$ cat src/core/arc_cfg.svh
`ifndef ARC_CFG_SVH
`define ARC_CFG_SVH

// register addresses on the core register port
`define ARC_ADDR_RATE 8'h04
`define ARC_ADDR_VREF 8'h05
`define ARC_ADDR_EXC 8'h06

// reset values
`define ARC_RST_RATE 8'h14
`define ARC_RST_VREF 8'h10
`define ARC_RST_EXC 8'h00
// decoded reset rate, 20 per second in tenths
`define ARC_RST_RATE_X10 14'h00c8

// writable bits of the excitation register, bits 5:4 read as zero
`define ARC_EXC_WMASK 8'hcf

// rate register field positions
`define ARC_RATE_CHOP 7
`define ARC_RATE_CLK 6
`define ARC_RATE_MODE 5
`define ARC_RATE_FILT 4

// reference monitor encodings
`define ARC_MON_OFF 2'b00
`define ARC_MON_LOW 2'b01
`define ARC_MON_THIRD 2'b10
`define ARC_MON_PULL 2'b11

// reference source encodings
`define ARC_SEL_FIRST 2'b00
`define ARC_SEL_SECOND 2'b01
`define ARC_SEL_INT 2'b10

// internal reference power encodings
`define ARC_PWR_OFF 2'b00
`define ARC_PWR_SLEEP_OFF 2'b01
`define ARC_PWR_ALWAYS 2'b10

// width of the decoded rate, tenths of a sample per second
`define ARC_RATE_W 14

`endif

$ cat src/core/arc_pkg.sv
package arc_pkg;

  // conversion-rate register image, msb first
  typedef struct packed {
    logic chop;
    logic ext_clk;
    logic single_shot;
    logic low_latency;
    logic [3:0] output_rate_code;
  } arc_rate_t;

  // voltage-standard control register image
  typedef struct packed {
    logic [1:0] vsource_monitor_cfg;
    logic pos_buffer_bypass;
    logic neg_buffer_bypass;
    logic [1:0] vsource_select;
    logic [1:0] internal_vsource_power;
  } arc_vref_t;

  // excitation magnitude register image
  typedef struct packed {
    logic amp_rail_monitor_en;
    logic low_side_switch;
    logic [1:0] zero;
    logic [3:0] excitation_level;
  } arc_exc_t;

  // decoded reference controls toward the analog side
  typedef struct packed {
    logic vsource_low_monitor;
    logic vsource_third_monitor;
    logic pull_together;
    logic pos_buffer_bypass;
    logic neg_buffer_bypass;
    logic use_first_pair;
    logic use_second_pair;
    logic use_internal;
    logic internal_on;
  } arc_vctl_t;

  // decoded excitation controls
  typedef struct packed {
    logic amp_rail_monitor_en;
    logic switch_closed;
    logic [3:0] excitation_level;
  } arc_ectl_t;

endpackage

$ cat src/core/arc_regs.sv
`timescale 1ns/10ps
`include "arc_cfg.svh"

module arc_regs (
  // clock and reset
  input wire logic clk,
  input wire logic rstn,
  // core register port
  input wire logic reg_wr,
  input wire logic reg_rd,
  input wire logic [7:0] reg_addr,
  input wire logic [7:0] reg_wdata,
  output logic [7:0] reg_rdata,
  output logic reg_rvalid,
  // converter status from the same clock
  input wire logic power_down,
  input wire logic conv_done,
  // rate controls
  output arc_pkg::arc_rate_t rate_q,
  output logic [`ARC_RATE_W-1:0] rate_x10_q,
  output logic rate_reserved_q,
  output logic chop_swap_q,
  output logic result_ready_q,
  // reference and excitation controls
  output arc_pkg::arc_vctl_t vctl_q,
  output arc_pkg::arc_ectl_t ectl_q,
  output logic exc_ref_missing_q
);

  // stored register images
  arc_pkg::arc_vref_t vref_q;
  arc_pkg::arc_exc_t exc_q;
  // decoder outputs, registered below
  logic [`ARC_RATE_W-1:0] rate_x10_d;
  logic rate_rsvd_d;
  // address hits
  logic hit_rate;
  logic hit_vref;
  logic hit_exc;

  assign hit_rate = reg_addr == `ARC_ADDR_RATE;
  assign hit_vref = reg_addr == `ARC_ADDR_VREF;
  assign hit_exc = reg_addr == `ARC_ADDR_EXC;

  // rate register; the output port is the register itself
  always_ff @(posedge clk or negedge rstn) begin
    if (!rstn) begin
      rate_q <= `ARC_RST_RATE;
    end else if (reg_wr && hit_rate) begin
      // chop, clock, mode, filter and rate all store as written
      rate_q <= reg_wdata;
    end
  end

  // reference register, reserved codes are kept as written
  always_ff @(posedge clk or negedge rstn) begin
    if (!rstn) begin
      vref_q <= `ARC_RST_VREF;
    end else if (reg_wr && hit_vref) begin
      vref_q <= reg_wdata;
    end
  end

  // excitation register, read-only bits never store a one
  always_ff @(posedge clk or negedge rstn) begin
    if (!rstn) begin
      exc_q <= `ARC_RST_EXC;
    end else if (reg_wr && hit_exc) begin
      exc_q <= reg_wdata & `ARC_EXC_WMASK;
    end
  end

  // registered read data; unmapped addresses read zero
  always_ff @(posedge clk or negedge rstn) begin
    if (!rstn) begin
      reg_rdata <= 8'h00;
      reg_rvalid <= 1'b0;
    end else begin
      reg_rvalid <= reg_rd;
      if (!reg_rd) begin
        reg_rdata <= 8'h00;
      end else if (hit_rate) begin
        reg_rdata <= rate_q;
      end else if (hit_vref) begin
        reg_rdata <= vref_q;
      end else if (hit_exc) begin
        reg_rdata <= exc_q;
      end else begin
        reg_rdata <= 8'h00;
      end
    end
  end

  // rate code table
  arc_rate_lut u_lut (
    .code(rate_q.output_rate_code),
    .rate_x10(rate_x10_d),
    .reserved(rate_rsvd_d)
  );

  // decoded rate, one cycle behind the register
  always_ff @(posedge clk or negedge rstn) begin
    if (!rstn) begin
      // matches the decode of the reset rate code, so no step at release
      rate_x10_q <= `ARC_RST_RATE_X10;
      rate_reserved_q <= 1'b0;
    end else begin
      rate_x10_q <= rate_x10_d;
      rate_reserved_q <= rate_rsvd_d;
    end
  end

  // chop phase: flips on each finished conversion while chop is on;
  // the averaged result is ready after the swapped half of each pair
  always_ff @(posedge clk or negedge rstn) begin
    if (!rstn) begin
      chop_swap_q <= 1'b0;
      result_ready_q <= 1'b0;
    end else if (!rate_q.chop) begin
      // without chop every conversion is a result and no swap is held
      chop_swap_q <= 1'b0;
      result_ready_q <= conv_done;
    end else begin
      if (conv_done) begin
        chop_swap_q <= !chop_swap_q;
      end
      result_ready_q <= conv_done && chop_swap_q;
    end
  end

  // reference controls; power-down only silences the sleeping mode
  always_ff @(posedge clk or negedge rstn) begin
    if (!rstn) begin
      vctl_q <= '0;
      vctl_q.neg_buffer_bypass <= 1'b1;
      vctl_q.use_first_pair <= 1'b1;
    end else begin
      vctl_q.vsource_low_monitor <= vref_q.vsource_monitor_cfg != `ARC_MON_OFF;
      vctl_q.vsource_third_monitor <=
        vref_q.vsource_monitor_cfg == `ARC_MON_THIRD;
      vctl_q.pull_together <= vref_q.vsource_monitor_cfg == `ARC_MON_PULL;
      vctl_q.pos_buffer_bypass <= vref_q.pos_buffer_bypass;
      vctl_q.neg_buffer_bypass <= vref_q.neg_buffer_bypass;
      vctl_q.use_first_pair <= vref_q.vsource_select == `ARC_SEL_FIRST;
      vctl_q.use_second_pair <= vref_q.vsource_select == `ARC_SEL_SECOND;
      vctl_q.use_internal <= vref_q.vsource_select == `ARC_SEL_INT;
      // reserved power code 11 leaves the reference off
      vctl_q.internal_on <= vref_q.internal_vsource_power == `ARC_PWR_ALWAYS ||
        (vref_q.internal_vsource_power == `ARC_PWR_SLEEP_OFF && !power_down);
    end
  end

  // excitation controls; the low-side switch opens in power-down
  always_ff @(posedge clk or negedge rstn) begin
    if (!rstn) begin
      ectl_q <= '0;
    end else begin
      ectl_q.amp_rail_monitor_en <= exc_q.amp_rail_monitor_en;
      ectl_q.switch_closed <= exc_q.low_side_switch && !power_down;
      ectl_q.excitation_level <= exc_q.excitation_level;
    end
  end

  // status only: the host is expected to enable the reference first,
  // so hardware flags the slip instead of blocking the current
  always_ff @(posedge clk or negedge rstn) begin
    if (!rstn) begin
      exc_ref_missing_q <= 1'b0;
    end else begin
      exc_ref_missing_q <= exc_q.excitation_level != 4'h0 &&
        vref_q.internal_vsource_power == `ARC_PWR_OFF;
    end
  end
endmodule

$ cat src/core/arc_rate_lut.sv
`timescale 1ns/10ps
`include "arc_cfg.svh"

// maps the output rate code to tenths of samples per second
module arc_rate_lut (
  // code in
  input wire logic [3:0] code,
  // decoded rate out
  output logic [`ARC_RATE_W-1:0] rate_x10,
  output logic reserved
);

  // pure table, the caller registers the result
  always_comb begin
    reserved = 1'b0;
    unique case (code)
      4'h0: rate_x10 = 14'h0019; // 2.5 per second
      4'h1: rate_x10 = 14'h0032; // 5 per second
      4'h2: rate_x10 = 14'h0064; // 10 per second
      4'h3: rate_x10 = 14'h00a6; // 16.6 per second
      4'h4: rate_x10 = 14'h00c8; // 20 per second
      4'h5: rate_x10 = 14'h01f4; // 50 per second
      4'h6: rate_x10 = 14'h0258; // 60 per second
      4'h7: rate_x10 = 14'h03e8; // 100 per second
      4'h8: rate_x10 = 14'h07d0; // 200 per second
      4'h9: rate_x10 = 14'h0fa0; // 400 per second
      4'ha: rate_x10 = 14'h1f40; // 800 per second
      4'hb: rate_x10 = 14'h2710; // 1000 per second
      default: begin
        // codes above 1011 are reserved, fall back to the slowest rate
        rate_x10 = 14'h0019;
        reserved = 1'b1;
      end
    endcase
  end

endmodule

$ cat config.mk
export PLATFORM = sky130hd
export DESIGN_NAME = arc_regs
export DESIGN_NICKNAME = d
export VERILOG_FILES = /design/src/core/arc_pkg.sv /design/src/core/arc_regs.sv /design/src/core/arc_rate_lut.sv
export VERILOG_INCLUDE_DIRS = /design/src /design/src/core
export SDC_FILE = /design/constraint.sdc
export NUM_CORES = 1
export LEC_CHECK = 0
export ABC_CLOCK_PERIOD_IN_PS = 1600
export BUFFER_PORTS_ARGS = -buffer_cell sky130_fd_sc_hd__buf_2
export CAP_MARGIN = 20
export CORE_MARGIN = 4
export CORE_UTILIZATION = 40
export CTS_CLUSTER_SIZE = 25
export DETAILED_ROUTE_END_ITERATION = 8
export HOLD_SLACK_MARGIN = 0.05
export PLACE_DENSITY = 0.74
export REMOVE_ABC_BUFFERS = 1
export SETUP_SLACK_MARGIN = 0.02
export SLEW_MARGIN = 20
export SYNTH_ARGS = -nofsm -noshare
export SYNTH_HDL_FRONTEND = slang
export SYNTH_SLANG_ARGS = --single-unit
export TNS_END_PERCENT = 100
$ cat constraint.sdc
create_clock -name clk -period 1.6 [get_ports clk]
set_clock_uncertainty 0.2 [all_clocks]
set_input_delay 0.08 -clock clk [delete_from_list [all_inputs] [get_ports clk]]
set_output_delay 0.08 -clock clk [all_outputs]
set_load 0.005 [all_outputs]
==> results of run 1 <==
worst register-to-register path: cells and delay by family, from the launching register on:
family | cells | cell delay, ps
compound gates | 1 | 70
mux | 1 | 200
simple gates | 1 | 260
flops | 1 | 590
final timing paths:
| path | cells after the start | end | start | slack [ps] |
|---|---|---|---|---|
| min in group asynchronous | 3 | rate_q[5] | rstn | 110 |
| min | 5 | reg_rdata[4] | reg_addr[6] | 50 |
| min reg2reg | 0 | vctl_q[4] | vref_q[4] | 180 |
| max in group asynchronous | 3 | vctl_q[3] | rstn | 770 |
| max reg2reg | 3 | rate_x10_q[4] | rate_q[2] | 170 |
| max | 5 | reg_rdata[5] | reg_addr[5] | 70 |
state kept, by name, indices dropped and copies added (netlist names):
| register | count |
|---|---|
| rate_x10_q | 14 |
| result_ready_q | 1 |
| vctl_q | 9 |
| rate_q | 8 |
| reg_rdata | 8 |
| exc_ref_missing_q | 1 |
| exc_q | 6 |
| rate_reserved_q | 1 |
| ectl_q | 6 |
| vref_q | 8 |
| chop_swap_q | 1 |
| reg_rvalid | 1 |
power by group through the flow:
stage	Clock, mW	Combinational (mW)	Sequential [mW]
final	1.49	0.310	1.76
after global routing	1.60	0.346	1.76
after CTS	1.53	0.316	1.76
after detailed placement	0	0.284	1.79
after global placement	0	0.277	1.78
after floorplan	0	0.0989	1.79
repair_timing:
item	in CTS	in global routing
gates cloned	0	0
endpoints found under the setup margin	21	7
hold buffers	14	0
pin swaps	2	1
endpoints found under the hold margin	99	0
resized for setup	5	1
cells in the mapped netlist:
cell,instances
a21boi_0,1
a21o_1,2
a21oi_1,7
a22o_1,1
and2_1,3
and3_1,1
buf_2,1
clkbuf_1,8
dfrtp_1,56
dfstp_2,8
inv_1,4
mux2_2,30
mux2i_1,3
nand2_1,18
nand2b_1,4
nor2_1,10
nor2b_1,7
nor3_1,2
nor4_1,1
nor4_4,3
o211ai_1,1
o21a_1,1
o21ai_0,3
o31ai_1,1
or2_2,1
or3_2,1
or4_1,1
or4_2,1
xor2_1,2
cell usage in the layout (no fill, tap or decap), types with 4 or more instances in the layout:
master	instances
a21oi_1	6
buf_4	11
dlygate4sd3_1	14
nand2b_1	4
buf_2	71
mux2_2	28
nor2b_1	7
nand2_1	18
dfstp_2	8
inv_1	4
clkbuf_8	10
nor2_1	10
dfrtp_1	56
final cells by class:
type	count	area, um^2
Fill cell	510	2580
Sequential cell	64	1610
Multi-Input combinational cell	105	813
Timing Repair Buffer	99	621
Clock buffer	13	149
Tap cell	75	93.8
Clock inverter	3	67.6
Inverter	4	15.0
routing by layer:
layer  global-route usage  routed length [um]
met5                    0                   0
met4               0.0722                 106
met3               0.0399                 269
met2                0.236                2460
met1                0.195                2310
per-stage QoR:
stage,hold slack (ps),instance area (um^2),setup WS (ps)
after floorplan,-416,2420,-359
after global placement,-88.5,2990,-382
after detailed placement,-80.9,2990,-424
after CTS,38.1,3370,-6.35
after global routing,55.9,3370,34.3
final,52.7,3370,71.9
cells by family after synthesis:
kind of cell / share of synthesized area
xor gates and xnor gates: 0.00712
buffers and inverters: 0.0203
muxes: 0.150
AOI/OAI and AO/OA: 0.0422
and+or+nand+nor: 0.126
DFF: 0.655
==> flow_summary_export.csv, run 1 <==
group,metric,value,unit
power,pwr-share-seq,0.494,
floorplanning,ios,72,
sta,timing.final.crit_share,0.955,
run,cap_violations,0,
clock_tree,cts_tree,"done",
global_routing,grt_usage,0.151,
power,power.switching,0.762,mW
sta,worstMarginPinSlew,448,ps
clock_tree,cts_setup_buffers,0,
sta,finalHoldViolations,0,
clock_tree,clk-insertion-delay-late,330,ps
clock_tree,cts_max_path_buffers,2,
synthesis,syn_area_per_cell,13.5,um^2
power,leakagePower,1.78,nW
clock_tree,h-tree-depth,3,
sta,fin_crit,1530,ps
route,drc_errors,0,
power,power,3.55,mW
setup_path,crit_path_top_delay_cell,"or4_2",
setup_path,slowest_delay,620,ps
route,num_vias,1693,
placed_design,dp_cells,333,
floorplanning,die_h,86.4,um
synthesis,yosysTopAreaCell,"dfrtp_1",
final_layout,drive_above_1_share,0.500,
setup_path,critPathRequiredTime,1670,ps
setup_path,cp.arrival,1600,ps
final_layout,fin_cells,363,
setup_path,cp_top_family,"simple AND/OR/NAND/NOR gates",
setup_path,startpoint_type,"input port",
final_layout,final_util,0.566,
route,ant_nets,0,
floorplanning,die_area,7470,um^2
power,intPower,2.79,mW
power,powerDensity,1050,nW/um^2
floorplanning,initial_core_util,0.413,
clock_tree,clk_pin_slew_worst_paths,70,ps
sta,drv_slew,0,
floorplanning,fp.coreArea,5960,um^2
global_routing,grt_first_pass_wirelength,8580,um
power,combPwrFrac,0.087,
synthesis,yosysWarnings,0,
setup_path,worst-path-buf-inv,2,
sta,fmax,0.654,GHz
placed_design,place.gp.congestion,0.769,
sta,rsz0062_at_grt,"no",
synthesis,synth_top_cells_by_area,"dfrtp_1 (57%), mux2_2 (14%), dfstp_2 (8.5%)",
hold_path,min_path_type,"input port to register",
synthesis,syn-cell-area,2460,um^2
power,pwr-share-clk,0.419,
route,viasPerCell,4.66,
floorplanning,die_x,86.4,um
synthesis,synth_seq_area_share,0.655,
synthesis,ys_types,29,
status,status,"completed",
final_layout,area_growth,37.0,%
clock_tree,cts_buffers,9,
floorplanning,num_rows,28,
synthesis,synthCells,182,
sta,finalSetupViolCount,0,
placed_design,io_buffers,71,
sta,setup-tns-final,0,ps
setup_path,path_cells,"buf_2, or4_4, buf_6, or4_2, nor2_1",
setup_path,crit_type,"input port to register",
clock_tree,cts-root-buf,"clkbuf_8",
final_layout,nets,305,
route,drt-total-wl,5150,um
synthesis,ys_ff_latch,64,
route,dr.pass1.iters,4,
global_routing,grt_pass1_vias,1796,
synthesis,synth_top_area_frac,0.570,
route,avgRoutedWirePerCell,14.2,um
power,switching_share,0.214,
setup_path,crit_fanout,5,
sta,maxSlewHeadroom,0.701,
setup_path,critPathCaptureType,"register",
global_routing,overflow,0,
power,ir_drop,0.552,mV
global_routing,grt_max_degree,65,
global_routing,antenna_found_initial,0,
route,drt_iter0_drc,87,
clock_tree,cts.sinks,64,
placed_design,dp_hpwl,3620,um
final_layout,n_antenna_cell,0,
(Power assumes the default switching activity.)
==> run 2: changes to the inputs <==
- MAX_ROUTING_LAYER: not set -> met4
- REMOVE_ABC_BUFFERS: 1 -> not set
==> flow_summary_export.csv, run 2 (same netlist as run 1, synthesis figures left out) <==
group,metric,value,unit
setup_path,path_cells,"buf_2, or4_4, nor4_4, buf_4, mux2_2",
setup_path,critPathRequiredTime,1610,ps
clock_tree,cts.sinks,64,
route,wl_met1,2320,um
final_layout,most-common-layout-cells,"buf_2 (71), dfrtp_1 (56), mux2_2 (21)",
setup_path,rr_worst_depth,4,
global_routing,antenna_found_initial,0,
global_routing,grt_first_pass_wirelength,8830,um
placed_design,dp_hpwl,3640,um
setup_path,r2r_setup_slack,150,ps
setup_path,rr_endpoint,"rate_x10_q[2]",
final_layout,n_antenna_cell,0,
clock_tree,clk_pin_slew_worst_paths,70,ps
placed_design,io_buffers,71,
floorplanning,die_area,7470,um^2
final_layout,nFillCells,498,
route,viasPerCell,4.76,
clock_tree,cts-root-buf,"clkbuf_8",
clock_tree,cts_tree,"done",
route,ant_nets,0,
sta,rsz0062_at_grt,"yes",
hold_path,hold_path.startpoint,"reg_addr[6]",
route,drt_iter0_drc,90,
placed_design,place_area,3030,um^2
placed_design,preCtsSetupSlack,-348,ps
run,cap_violations,0,
clock_tree,cts_hold_buf,13,
power,powerDensity,1110,nW/um^2
power,leakagePower,1.80,nW
floorplanning,ios,72,
final_layout,largest-register,"rate_x10_q",
final_layout,drive_above_1_share,0.512,
final_layout,final_common_cell,"buf_2",
sta,maxSlewHeadroom,0.686,
floorplanning,num_rows,28,
global_routing,overflow,0,
sta,final.setup.worst_slack,30.7,ps
route,avgRoutedWirePerCell,14.8,um
setup_path,critPathCaptureType,"register",
global_routing,grt_pass1_vias,1845,
sta,fin_crit,1570,ps
final_layout,design_area,3420,um^2
clock_tree,h-tree-depth,3,
sta,finalSetupViolCount,0,
hold_path,min_path_type,"input port to register",
setup_path,startpoint,"reg_addr[5]",
clock_tree,cts_max_path_buffers,2,
route,routed-wl-met2,2620,um
global_routing,grt_max_degree,65,
sta,fmax,0.637,GHz
route,num_vias,1723,
placed_design,place.gp.congestion,0.789,
final_layout,final_util,0.575,
setup_path,crit_path_end,"rate_q[0]",
power,ir_drop,0.663,mV
route,route.met3.wl,322,um
sta,whs,2.06,ps
setup_path,cp.arrival,1580,ps
synthesis,postSynthNetCount,204,
clock_tree,clk-insertion-delay-late,330,ps
floorplanning,fp.coreArea,5960,um^2
final_layout,area_growth,39.2,%
route,top_layer_used,"met4",
route,dr.pass1.iters,4,
sta,worstMarginPinSlew,470,ps
setup_path,crit_fanout,5,
sta,drv_slew,0,
setup_path,crit_type,"input port to register",
route,drc_errors,0,
setup_path,slowest_delay,590,ps
final_layout,top_regs,"rate_x10_q (14), vctl_q (9)",
power,power,3.79,mW
sta,finalHoldViolations,0,
status,status,"completed",
setup_path,crit_path_top_delay_cell,"or4_4",
floorplanning,die_x,86.4,um
setup_path,r2r_start,"rate_q[2]",
floorplanning,initial_core_util,0.413,
clock_tree,cts_buffers,9,
route,drt-total-wl,5350,um
setup_path,startpoint_type,"input port",
global_routing,grt_usage,0.163,
final_layout,nets,304,
floorplanning,die_h,86.4,um
sta,timing.final.crit_share,0.981,
final_layout,largest_reg_flops,14,
[run 2: layout make-up]
| cell class | instances | area, um^2 | area share |
|---|---|---|---|
| Sequential cell | 64 | 1610 | 0.471 |
| Multi-Input combinational cell | 105 | 838 | 0.245 |
| Timing Repair Buffer | 98 | 611 | 0.178 |
| Clock buffer | 11 | 151 | 0.0442 |
| Clock inverter | 5 | 103 | 0.0300 |
| Tap cell | 75 | 93.8 | 0.0274 |
| Inverter | 4 | 15.0 | 0.00439 |
[run 2: per-layer routing]
layer / up-vias / GRT usage
met1: 833 / 0.194
met2: 67 / 0.254
met4: 0 / 0.0680
met3: 8 / 0.0532
li1: 815 / -
met5: - / -
[run 2: stage by stage]
| step | TNS [ps] | instances |
|---|---|---|
| 6_report | 0 | 362 |
| 5_1_grt | 0 | 362 |
| 4_1_cts | 0 | 362 |
| 3_5_place_dp | -8100 | 333 |
| 3_3_place_gp | -7150 | 333 |
| 2_1_floorplan | -6570 | 182 |
[run 2: worst min-delay path by stage]
stage / end / slack, ps / cells past startpoint
3_5_place_dp: vctl_q[7] / -80 / 2
5_1_grt: reg_rdata[5] / 4 / 4
6_report: reg_rdata[5] / 2 / 4
4_1_cts: reg_rdata[5] / -20 / 4
3_3_place_gp: vctl_q[7] / -90 / 2
2_1_floorplan: chop_swap_q / -420 / 0
[run 2: report_power, final]
part	leakage, nW	internal, mW	switching [mW]
logic	0.834	0.166	0.147
registers	0.844	1.71	0.0491
clock network	0.126	1.12	0.608
[run 2: timing repair]
action | 4_1_cts | 5_1_grt
buffers inserted | 0 | 0
pin swaps | 1 | 0
gates resized for setup | 0 | 4
endpoints found under the setup margin | 3 | 8
hold endpoints to repair | 99 | 2
[run 2: worst max-delay path: cells and delay by family]
kind	cells	cell delay, ps
and+or+nand+nor	2	880
muxes	1	330
buffers and inverters	2	290
